$ cat src/shared/dua_cfg.svh
`ifndef DUA_CFG_SVH
`define DUA_CFG_SVH

// ----------------------------------------
// Register offsets
// ----------------------------------------
`define DUA_OFF_DATA     3'h0
`define DUA_OFF_IER      3'h1
`define DUA_OFF_ISR_FCR  3'h2
`define DUA_OFF_LCR      3'h3
`define DUA_OFF_MCR      3'h4
`define DUA_OFF_LSR      3'h5
`define DUA_OFF_MSR      3'h6
`define DUA_OFF_SCRATCH  3'h7

// ----------------------------------------
// Field positions
// ----------------------------------------
`define DUA_AFR_DUAL_BIT 0
`define DUA_AFR_MF_LO    1
`define DUA_AFR_MF_HI    2
`define DUA_AFR_USED     3
`define DUA_LCR_DLAB_BIT 7
`define DUA_MCR_DTR_BIT  0
`define DUA_MCR_RTS_BIT  1
`define DUA_MCR_OP2_BIT  3
`define DUA_MSR_RI_BIT   2

// ----------------------------------------
// Reset values
// ----------------------------------------
`define DUA_RST_ZERO     8'h00
`define DUA_RST_ISR      8'h01
`define DUA_RST_LSR      8'h60
`define DUA_RST_PINS     7'h79

`endif

$ cat src/shared/dua_pkg.sv
package dua_pkg;
    typedef logic [7:0] dua_byte_t;

    // Multi-function pin source codes
    typedef enum logic [1:0] {
        DUA_MF_OP2  = 2'h0,
        DUA_MF_BAUD = 2'h1,
        DUA_MF_RECEIVE_READY_INDICATION = 2'h2,
        DUA_MF_RSVD = 2'h3
    } dua_mf_sel_t;
endpackage : dua_pkg

$ cat src/shared/dua_chan_if.sv
`timescale 1ns/1ps
interface dua_chan_if;
    logic              we;
    logic              re;
    logic [2:0]        addr;
    dua_pkg::dua_byte_t wdata;
    dua_pkg::dua_byte_t rdata;
    dua_pkg::dua_byte_t line_control_register;
    dua_pkg::dua_byte_t modem_control_register;
    logic [3:0]        modem_n;
    dua_pkg::dua_byte_t int_status;
    dua_pkg::dua_byte_t line_status;

    modport top  (output we, re, addr, wdata, modem_n, int_status, line_status,
                  input  rdata, line_control_register, modem_control_register);
    modport chan (input  we, re, addr, wdata, modem_n, int_status, line_status,
                  output rdata, line_control_register, modem_control_register);
endinterface : dua_chan_if

$ cat src/rtl/dua_chan.sv
`timescale 1ns/1ps
`include "dua_cfg.svh"
module dua_chan (
    // Clock and reset
    input  wire logic i_core_clk,
    input  wire logic i_rst,
    // Register access
    dua_chan_if.chan  bus
);
    dua_pkg::dua_byte_t ier_r, ier_nxt, lcr_r, lcr_nxt, mcr_r, mcr_nxt;
    dua_pkg::dua_byte_t fcr_r, fcr_nxt, spr_r, spr_nxt, dll_r, dll_nxt;
    dua_pkg::dua_byte_t dlm_r, dlm_nxt, isr_r, lsr_r;
    logic [3:0]         delta_r, delta_nxt, prev_r;
    logic               primed_r;
    logic [3:0]         change;
    logic               dlab;

    // ----------------------------------------
    // Register next values
    // ----------------------------------------
    always_comb begin
        ier_nxt = ier_r;
        lcr_nxt = lcr_r;
        mcr_nxt = mcr_r;
        fcr_nxt = fcr_r;
        spr_nxt = spr_r;
        dll_nxt = dll_r;
        dlm_nxt = dlm_r;
        dlab    = lcr_r[`DUA_LCR_DLAB_BIT];
        if (bus.we) begin
            if (bus.addr == `DUA_OFF_DATA && dlab) begin
                dll_nxt = bus.wdata;
            end else if (bus.addr == `DUA_OFF_IER) begin
                if (dlab) begin
                    dlm_nxt = bus.wdata;
                end else begin
                    ier_nxt = bus.wdata;
                end
            end else if (bus.addr == `DUA_OFF_ISR_FCR && !dlab) begin
                fcr_nxt = bus.wdata;
            end else if (bus.addr == `DUA_OFF_LCR) begin
                lcr_nxt = bus.wdata;
            end else if (bus.addr == `DUA_OFF_MCR) begin
                mcr_nxt = bus.wdata;
            end else if (bus.addr == `DUA_OFF_SCRATCH) begin
                spr_nxt = bus.wdata;
            end
        end
        // Change bits: set wins over the clear of a read in the same cycle
        change = primed_r ? (prev_r ^ bus.modem_n) : 4'h0;
        change[`DUA_MSR_RI_BIT] = primed_r & ~prev_r[`DUA_MSR_RI_BIT]
                                  & bus.modem_n[`DUA_MSR_RI_BIT];
        delta_nxt = delta_r;
        if (bus.re && bus.addr == `DUA_OFF_MSR) begin
            delta_nxt = 4'h0;
        end
        delta_nxt = delta_nxt | change;
    end

    // ----------------------------------------
    // Register storage
    // ----------------------------------------
    always_ff @(posedge i_core_clk or posedge i_rst) begin
        if (i_rst) begin
            ier_r    <= `DUA_RST_ZERO;
            lcr_r    <= `DUA_RST_ZERO;
            mcr_r    <= `DUA_RST_ZERO;
            fcr_r    <= `DUA_RST_ZERO;
            spr_r    <= `DUA_RST_ZERO;
            dll_r    <= `DUA_RST_ZERO;
            dlm_r    <= `DUA_RST_ZERO;
            isr_r    <= `DUA_RST_ISR;
            lsr_r    <= `DUA_RST_LSR;
            delta_r  <= 4'h0;
            prev_r   <= 4'h0;
            primed_r <= 1'b0;
        end else begin
            ier_r    <= ier_nxt;
            lcr_r    <= lcr_nxt;
            mcr_r    <= mcr_nxt;
            fcr_r    <= fcr_nxt;
            spr_r    <= spr_nxt;
            dll_r    <= dll_nxt;
            dlm_r    <= dlm_nxt;
            isr_r    <= bus.int_status;
            lsr_r    <= bus.line_status;
            delta_r  <= delta_nxt;
            prev_r   <= bus.modem_n;
            primed_r <= 1'b1;  // First sample after reset sets no change bit
        end
    end

    // ----------------------------------------
    // Read data; modem levels are live so reset shows the inputs at once
    // ----------------------------------------
    always_comb begin
        if (bus.addr == `DUA_OFF_DATA) begin
            bus.rdata = lcr_r[`DUA_LCR_DLAB_BIT] ? dll_r : `DUA_RST_ZERO;
        end else if (bus.addr == `DUA_OFF_IER) begin
            bus.rdata = lcr_r[`DUA_LCR_DLAB_BIT] ? dlm_r : ier_r;
        end else if (bus.addr == `DUA_OFF_ISR_FCR) begin
            bus.rdata = isr_r;
        end else if (bus.addr == `DUA_OFF_LCR) begin
            bus.rdata = lcr_r;
        end else if (bus.addr == `DUA_OFF_MCR) begin
            bus.rdata = mcr_r;
        end else if (bus.addr == `DUA_OFF_LSR) begin
            bus.rdata = lsr_r;
        end else if (bus.addr == `DUA_OFF_MSR) begin
            bus.rdata = {~bus.modem_n, delta_r};
        end else begin
            bus.rdata = spr_r;
        end
    end

    assign bus.line_control_register = lcr_r;
    assign bus.modem_control_register = mcr_r;
endmodule : dua_chan

$ cat src/rtl/dua_top.sv
`timescale 1ns/1ps
`include "dua_cfg.svh"
module dua_top (
    // Clock and reset
    input  wire logic       i_core_clk,
    input  wire logic       i_rst,
    // Host register port
    input  wire logic       i_channel_select,
    input  wire logic [2:0] i_addr,
    input  wire logic       i_wr,
    input  wire logic       i_rd,
    input  wire logic [7:0] i_wdata,
    output logic      [7:0] o_rdata,
    // Channel A datapath and modem side
    input  wire logic [3:0] i_modem_n_a,
    input  wire logic [7:0] i_int_status_a,
    input  wire logic [7:0] i_line_status_a,
    input  wire logic       i_tx_serial_a,
    input  wire logic       i_int_req_a,
    input  wire logic       i_tx_ready_a,
    input  wire logic       i_rx_ready_a,
    input  wire logic       i_baud_clk_a,
    // Channel B datapath and modem side
    input  wire logic [3:0] i_modem_n_b,
    input  wire logic [7:0] i_int_status_b,
    input  wire logic [7:0] i_line_status_b,
    input  wire logic       i_tx_serial_b,
    input  wire logic       i_int_req_b,
    input  wire logic       i_tx_ready_b,
    input  wire logic       i_rx_ready_b,
    input  wire logic       i_baud_clk_b,
    // Channel A pins
    output logic            o_serial_transmit_a,
    output logic            o_user_output_two_a,
    output logic            o_request_to_send_a,
    output logic            o_terminal_ready_a,
    output logic            o_interrupt_out_a,
    output logic            o_transmit_ready_a,
    output logic            o_multi_function_out_a,
    // Channel B pins
    output logic            o_serial_transmit_b,
    output logic            o_user_output_two_b,
    output logic            o_request_to_send_b,
    output logic            o_terminal_ready_b,
    output logic            o_interrupt_out_b,
    output logic            o_transmit_ready_b,
    output logic            o_multi_function_out_b
);
    dua_chan_if         ch_if [2] ();
    dua_pkg::dua_byte_t afr_r, afr_nxt, rdata_r, rdata_nxt;
    logic [6:0]         pins_r [2];
    logic [6:0]         pins_nxt [2];
    logic [1:0]         tx_in, int_in, txr_in, rxr_in, baud_in;
    dua_pkg::dua_byte_t sel_lcr, sel_rdata;
    logic               afr_hit;

    // ----------------------------------------
    // Helpers
    // ----------------------------------------
    // Write reaches a channel when selected or when dual write is on
    function automatic logic chan_we(input logic ch, input logic sel, input logic dual);
        chan_we = i_wr && ((sel == ch) || dual);
    endfunction : chan_we

    // Active-low pin level from the selected source
    function automatic logic mf_level(input logic [1:0] sel, input logic op2_n,
                                      input logic baud, input logic rxr);
        dua_pkg::dua_mf_sel_t s;
        s = dua_pkg::dua_mf_sel_t'(sel);
        case (s)
            dua_pkg::DUA_MF_OP2:   mf_level = op2_n;
            dua_pkg::DUA_MF_BAUD:  mf_level = ~baud;
            dua_pkg::DUA_MF_RECEIVE_READY_INDICATION: mf_level = ~rxr;
            default:               mf_level = 1'b1;
        endcase
    endfunction : mf_level

    // ----------------------------------------
    // Channel instances
    // ----------------------------------------
    assign ch_if[0].modem_n     = i_modem_n_a;
    assign ch_if[0].int_status  = i_int_status_a;
    assign ch_if[0].line_status = i_line_status_a;
    assign ch_if[1].modem_n     = i_modem_n_b;
    assign ch_if[1].int_status  = i_int_status_b;
    assign ch_if[1].line_status = i_line_status_b;
    assign tx_in   = {i_tx_serial_b, i_tx_serial_a};
    assign int_in  = {i_int_req_b, i_int_req_a};
    assign txr_in  = {i_tx_ready_b, i_tx_ready_a};
    assign rxr_in  = {i_rx_ready_b, i_rx_ready_a};
    assign baud_in = {i_baud_clk_b, i_baud_clk_a};

    for (genvar c = 0; c < 2; c++) begin : g_chan
        // Reads touch only the selected channel, whatever dual write says
        assign ch_if[c].we    = chan_we(c[0], i_channel_select, afr_r[`DUA_AFR_DUAL_BIT]);
        assign ch_if[c].re    = i_rd && (i_channel_select == c[0]);
        assign ch_if[c].addr  = i_addr;
        assign ch_if[c].wdata = i_wdata;
        dua_chan u_chan (
            .i_core_clk (i_core_clk),
            .i_rst      (i_rst),
            .bus        (ch_if[c])
        );

        // Pin next values: MODEM_CONTROL_REGISTER bits drive active-low pins, so zero reads high
        always_comb begin
            pins_nxt[c] = {tx_in[c],
                           ~ch_if[c].modem_control_register[`DUA_MCR_OP2_BIT],
                           ~ch_if[c].modem_control_register[`DUA_MCR_RTS_BIT],
                           ~ch_if[c].modem_control_register[`DUA_MCR_DTR_BIT],
                           int_in[c],
                           txr_in[c],
                           mf_level(afr_r[`DUA_AFR_MF_HI:`DUA_AFR_MF_LO],
                                    ~ch_if[c].modem_control_register[`DUA_MCR_OP2_BIT],
                                    baud_in[c], rxr_in[c])};
        end

        always_ff @(posedge i_core_clk or posedge i_rst) begin
            if (i_rst) begin
                pins_r[c] <= `DUA_RST_PINS;
            end else begin
                pins_r[c] <= pins_nxt[c];
            end
        end
    end

    // ----------------------------------------
    // Alternate-function register and read port
    // ----------------------------------------
    // The selected channel's divisor bit opens the shared register; with
    // dual write on the host keeps both bits equal
    always_comb begin
        sel_lcr   = i_channel_select ? ch_if[1].line_control_register : ch_if[0].line_control_register;
        sel_rdata = i_channel_select ? ch_if[1].rdata : ch_if[0].rdata;
        afr_hit   = (i_addr == `DUA_OFF_ISR_FCR) && sel_lcr[`DUA_LCR_DLAB_BIT];
        afr_nxt   = afr_r;
        if (i_wr && afr_hit) begin
            afr_nxt = {5'h00, i_wdata[`DUA_AFR_USED-1:0]};
        end
        rdata_nxt = rdata_r;
        if (i_rd) begin
            rdata_nxt = afr_hit ? afr_r : sel_rdata;
        end
    end

    always_ff @(posedge i_core_clk or posedge i_rst) begin
        if (i_rst) begin
            afr_r   <= `DUA_RST_ZERO;
            rdata_r <= `DUA_RST_ZERO;
        end else begin
            afr_r   <= afr_nxt;
            rdata_r <= rdata_nxt;
        end
    end

    // ----------------------------------------
    // Outputs, all straight from flip-flops
    // ----------------------------------------
    assign o_rdata                = rdata_r;
    assign o_serial_transmit_a    = pins_r[0][6];
    assign o_user_output_two_a    = pins_r[0][5];
    assign o_request_to_send_a    = pins_r[0][4];
    assign o_terminal_ready_a     = pins_r[0][3];
    assign o_interrupt_out_a      = pins_r[0][2];
    assign o_transmit_ready_a     = pins_r[0][1];
    assign o_multi_function_out_a = pins_r[0][0];
    assign o_serial_transmit_b    = pins_r[1][6];
    assign o_user_output_two_b    = pins_r[1][5];
    assign o_request_to_send_b    = pins_r[1][4];
    assign o_terminal_ready_b     = pins_r[1][3];
    assign o_interrupt_out_b      = pins_r[1][2];
    assign o_transmit_ready_b     = pins_r[1][1];
    assign o_multi_function_out_b = pins_r[1][0];
endmodule : dua_top

$ cat config.mk
export PLATFORM = sky130hd
export DESIGN_NAME = dua_top
export DESIGN_NICKNAME = d
export VERILOG_FILES = /design/src/shared/dua_pkg.sv /design/src/shared/dua_chan_if.sv /design/src/rtl/dua_chan.sv /design/src/rtl/dua_top.sv
export VERILOG_INCLUDE_DIRS = /design/src /design/src/shared
export SDC_FILE = /design/constraint.sdc
export NUM_CORES = 1
export LEC_CHECK = 0
export BUFFER_PORTS_ARGS = -buffer_cell sky130_fd_sc_hd__buf_2
export CORE_AREA = 2 2 183 113
export CTS_CLUSTER_SIZE = 14
export DETAILED_ROUTE_END_ITERATION = 6
export DIE_AREA = 0 0 185 115
export GPL_TIMING_DRIVEN = 0
export PLACE_DENSITY = 0.57
export SYNTH_ARGS = -nofsm -noshare
export SYNTH_HDL_FRONTEND = slang
export SYNTH_HIERARCHICAL = 1
export SYNTH_SLANG_ARGS = --single-unit
$ cat constraint.sdc
create_clock -name i_core_clk -period 5.9 [get_ports i_core_clk]
set_input_delay 0.59 -clock i_core_clk [delete_from_list [all_inputs] [get_ports i_core_clk]]
set_output_delay 0.59 -clock i_core_clk [all_outputs]
set_load 0.005 [all_outputs]
Yosys cells after proc, flatten, opt, wreduce, memory -nomap -nowiden --
Index checks and enable logic that the tools add are counted.
Storage, ports and cells: word-level logic and storage cells 123, bits in registers 170, output and inout bits 22, bits of input ports 66
Cells by class: eq/ne operators 9, multiplexer cells 27, bitwise operators 32, reduce and logical (&&, ||, !) cells 30
Operator list (count):
- two-way mux 8 bit | 21
- inverter 1 bit | 22
- two-way mux 4 bit | 4
- AND reduction 4 bit | 4
- AND reduction 7 bit | 2
- equality test 3 bit (second input constant) | 4
- logical AND 1 bit | 12
- AND reduction 6 bit | 2
- AND reduction 5 bit | 2
- inverter 4 bit | 2
- bitwise OR 4 bit | 2
- bitwise XOR 4 bit | 2
- equality test 3 x 2 -> 1 bit (second input constant) | 2
- one-hot mux 1 bit (3 select lines) | 2
- bitwise AND 1 bit | 4
- AND reduction 2 bit | 2
- equality test 3 x 1 -> 1 bit (second input constant) | 1
- zero test 3 bit | 1
- equality test 2 x 1 -> 1 bit (second input constant) | 1
- equality test 2 bit (second input constant) | 1
- zero test 1 bit | 2
- zero test 2 bit | 1
- logical OR 1 bit | 2

Logic depth before layout (Yosys ltp) --
word-level depth 10, depth in mapped cells 9, depth with buffers taken out 7

Cells and area by module --
Netlist, hierarchy kept.
Modules (own cells, without submodules):
- dua_chan | cells each 251, area an instance 3323.2 µm², seq. area each 1830.5 µm², instances 2
- dua_top | cells each 90, area an instance 1068.5 µm², seq. area each 638.1 µm², instances 1

Worst setup path before layout --
OpenSTA, ideal clock, no wires.
path type input to register, start point input port i_channel_select, end point register g_chan[0].u_chan.ier_r[0], data arrival time 2.072 ns, required time 5.775 ns, stages 5, path buffers 1, path slack 3.704 ns, library setup time 0.125 ns, path through clkbuf_1 > a21boi_0 > nor2b_2 > nor3b_4 > mux2_2
On the way: longest elaborated chain between the ends 4
RTL lines:
- start: declaration | RTL line dua_top.sv:8 | input wire logic i_channel_select,
- inverter 1 bit | RTL line dua_top.sv:62 | chan_we = i_wr && ((sel == ch) || dual);
- logical OR 1 bit | RTL line dua_top.sv:62
- logical AND 1 bit | RTL line dua_top.sv:62
- named net ch_if[0].we | RTL line dua_chan_if.sv:3 | logic we;
- AND reduction 4 bit (no source line)
- end signal: assignment | RTL line dua_chan.sv:65 | ier_r <= `DUA_RST_ZERO;
- end signal: assignment | RTL line dua_chan.sv:78 | ier_r <= ier_nxt;
- end: declaration | RTL line dua_chan.sv:10 | dua_pkg::dua_byte_t ier_r, ier_nxt, lcr_r, lcr_nxt, mcr_r, mcr_nxt;
The timed path passes the listed nets, and every way through them passes these cells. A chain may end at the register's enable or synchronous reset.

Worst setup path in the final report --
start point input port i_channel_select, end point register g_chan[0].u_chan.ier_r[7]
The elaborated chain is that of the path after synthesis.

==> results.py <==
metrics = {
    "run_status": {
        "status": "completed",
    },
    "final_layout": {
        "final_nets": 764,
        "diodes": 0,
        "drive_above_1_share_pct": 42.5,
        "postLayoutCoreUtil_pct": 46.1,
        "fill_cells": 1795,
        "layout-area-overhead-vs-synth_pct": 17.3,
    },
    "yosys": {
        "synth_top_area_cell": "dfrtp_1",
        "syn_area_sq_um": 7710,
        "synthFlopType": "dfrtp_1",
        "synth_nets": 658,
        "synth_area_leaders": "dfrtp_1, mux2_2, dfstp_2",
        "ys_async_sr_fraction_pct": 100,
        "synth_seq_cells": 171,
        "ys_types": 45,
        "synth-edff-count": 0,
        "yosysWarnings": 6,
        "synthDominantCellAreaShare_pct": 50.3,
        "synth_cells": 592,
        "yosysSeqAreaShare_pct": 55.7,
        "synth.avg_cell_area_sq_um": 13.0,
    },
    "global_routing": {
        "grt_pass1_vias": 5222,
        "grt_pass1_wl_um": 30300,
        "antenna_found_initial": 0,
        "grt_max_degree": 74,
        "gr-total-overflow": 0,
        "grt_usage_pct": 19.2,
    },
    "setup_path": {
        "worstSetupStartpointType": "input port",
        "path_class": "in -> reg",
        "arrival_ps": 2680,
        "end_kind": "flop",
        "required_ps": 6210,
        "cp_max_fo": 10,
        "reg2reg_depth": 5,
    },
    "sta": {
        "maxSlewViolCount": 0,
        "worst_clock_skew_ps": 7.87,
        "setup_tns_ps": 0,
        "timing.fmax_mhz": 423,
        "rsz0062_at_grt": "no",
        "finalCriticalPeriod_ps": 2370,
        "tightest_slew_ps": 923,
        "timing.hold.ws_ps": 253,
        "hold_violations": 0,
        "fin_crit_sh_pct": 40.1,
        "max_slew_margin_pct": 38.5,
        "setup_viol": 0,
    },
    "floorplanning": {
        "fp-row-count": 40,
        "die_w_um": 185,
        "ioPinCount": 88,
        "coreArea_sq_um": 19600,
        "die_h_um": 115,
        "die_area_sq_um": 21300,
        "start_util_pct": 39.3,
    },
    "clocking": {
        "cts_buffer_depth": 2,
        "cts_max_level": 4,
        "hold_buffers": 0,
        "cts_buffers": 17,
        "numClockSinks": 171,
        "clock_latency_ps": 430,
        "cts_setup_buffers": 0,
        "clkTransAtPathRegs_ps": 70,
        "cts_root_buffer": "clkbuf_16",
        "cts_resized": 0,
        "cts_tree": "yes",
    },
    "route": {
        "num_vias": 5156,
        "drt_first_pass_iters": 6,
        "wl_per_cell_um": 19.6,
        "final_antenna_net_count": 0,
        "initialDrtViolationCount": 442,
        "routed_via_density": 5.24,
        "finalWirelength_um": 19300,
        "drc": 0,
    },
    "run": {
        "cap_violations": 0,
    },
    "power_and_ir_drop": {
        "peakVddDrop_v": 0.000216,
        "power_density_nw_per_um2": 370,
        "p_leak_nw": 4.13,
    },
    "place": {
        "portBuffers": 87,
        "hpwl_um": 13800,
        "gp_congestion": 0.844,
    },
    "worst_hold_path": {
        "whs_path_depth": 1,
        "holdCritPathClass": "in -> reg",
    },
}
[metal layers]
metal / global-route usage (%) / wire [um]
met1: 30.1 / 10200
met3: 5.04 / 1300
met4: 5.24 / 113
met5: 0 / 0
met2: 26.0 / 7730
[cell usage after synthesis, types with 3 or more instances]
master / n
o22ai_1: 5
nor2_1: 17
o211ai_1: 3
nand2_1: 32
buf_4: 10
dfstp_2: 16
or2_2: 3
dfrtp_1: 155
clkbuf_1: 5
nand3b_1: 12
inv_1: 29
a311oi_1: 12
mux2_4: 3
o21ai_0: 12
a22o_1: 6
mux2i_1: 35
nand2b_1: 4
o32ai_1: 4
o221ai_1: 3
mux2_2: 116
xor2_1: 6
buf_2: 16
mux4_2: 4
a21oi_1: 24
a21o_1: 12
a211oi_1: 12
a221o_1: 4
[cell families (layout without fill, tap and decap cells)]
family                 after synthesis  after routing  synth area share (%)
flip-flops                         171            171                  55.7
AND/OR/NAND/NOR                     90             90                  7.17
XOR/XNOR                             6              6                 0.681
AO/OA/AOI/OAI                      103            103                  9.34
buffers and inverters               62            181                  3.76
multiplexers                       158            158                  23.2
other                                2              2                0.0973
[path summary, 6_finish.rpt]
check	endpoint	from	slack (ps)
setup reg to reg	g_chan[0].u_chan/ier_r[7]	afr_r[0]	3710
hold reg to reg	o_request_to_send_b	g_chan[1].u_chan/bus.modem_control_register[1]	410
min in group asynchronous	g_chan[1].u_chan/bus.modem_control_register[3]	i_rst	380
hold / removal	g_chan[1].u_chan/lsr_r[6]	i_line_status_b[6]	250
setup / recovery	g_chan[0].u_chan/ier_r[7]	i_channel_select	3530
max in group asynchronous	g_chan[0].u_chan/bus.line_control_register[5]	i_rst	4900
[cells in the final DEF (no fill, tap or decap), types with 16 or more instances in the layout]
cell,instances
a21oi_1,24
clkbuf_16,17
dfstp_2,16
nor2_1,17
mux2_2,116
dfrtp_1,155
mux2i_1,35
inv_1,27
buf_2,103
nand2_1,32
[layout make-up]
type	instances	area, sq um	area share [%]
buffer	33	181	2.00
tap	273	342	3.77
timing repair buffer	87	435	4.81
multi-input combinational	359	3130	34.5
sequential	171	4300	47.5
clock buffer	18	429	4.74
inverter	29	114	1.26
clock inverter	14	124	1.37
[worst max-delay path: stages]
cell and delay [ps]:
buf_2 130, clkbuf_1 250, a21boi_0 420, nor2b_2 340, nor3b_4 530, mux2_2 400
[per-stage QoR]
step / total power [mW] / std cells / setup slack (ps) / cell area, sq um
finish: 3.35 / 984 / 3530 / 9050
floorplan: 2.06 / 592 / 3460 / 7710
global route: 3.52 / 984 / 3420 / 9050
detailed placement: 2.30 / 952 / 3070 / 8500
global placement: 2.27 / 952 / 2610 / 8490
CTS: 3.37 / 984 / 3550 / 9050
[state kept, by name, summed over array words and instances (netlist names), 16 cells and up]
| register | count |
|---|---|
| g_chan.u_chan/spr_r | 16 |
| g_chan.u_chan/bus.modem_control_register | 16 |
| g_chan.u_chan/dlm_r | 16 |
| g_chan.u_chan/bus.line_control_register | 16 |
| g_chan.u_chan/isr_r | 16 |
| g_chan.u_chan/dll_r | 16 |
| g_chan.u_chan/lsr_r | 16 |
| g_chan.u_chan/ier_r | 16 |
[power breakdown]
| group | internal, mW | total (mW) | switching, mW |
|---|---|---|---|
| registers | 1.45 | 1.60 | 0.152 |
| logic | 0.366 | 0.680 | 0.314 |
| clock network | 0.581 | 1.06 | 0.484 |
| total | 2.40 | 3.35 | 0.950 |
Power figures use the tool's default switching activity.
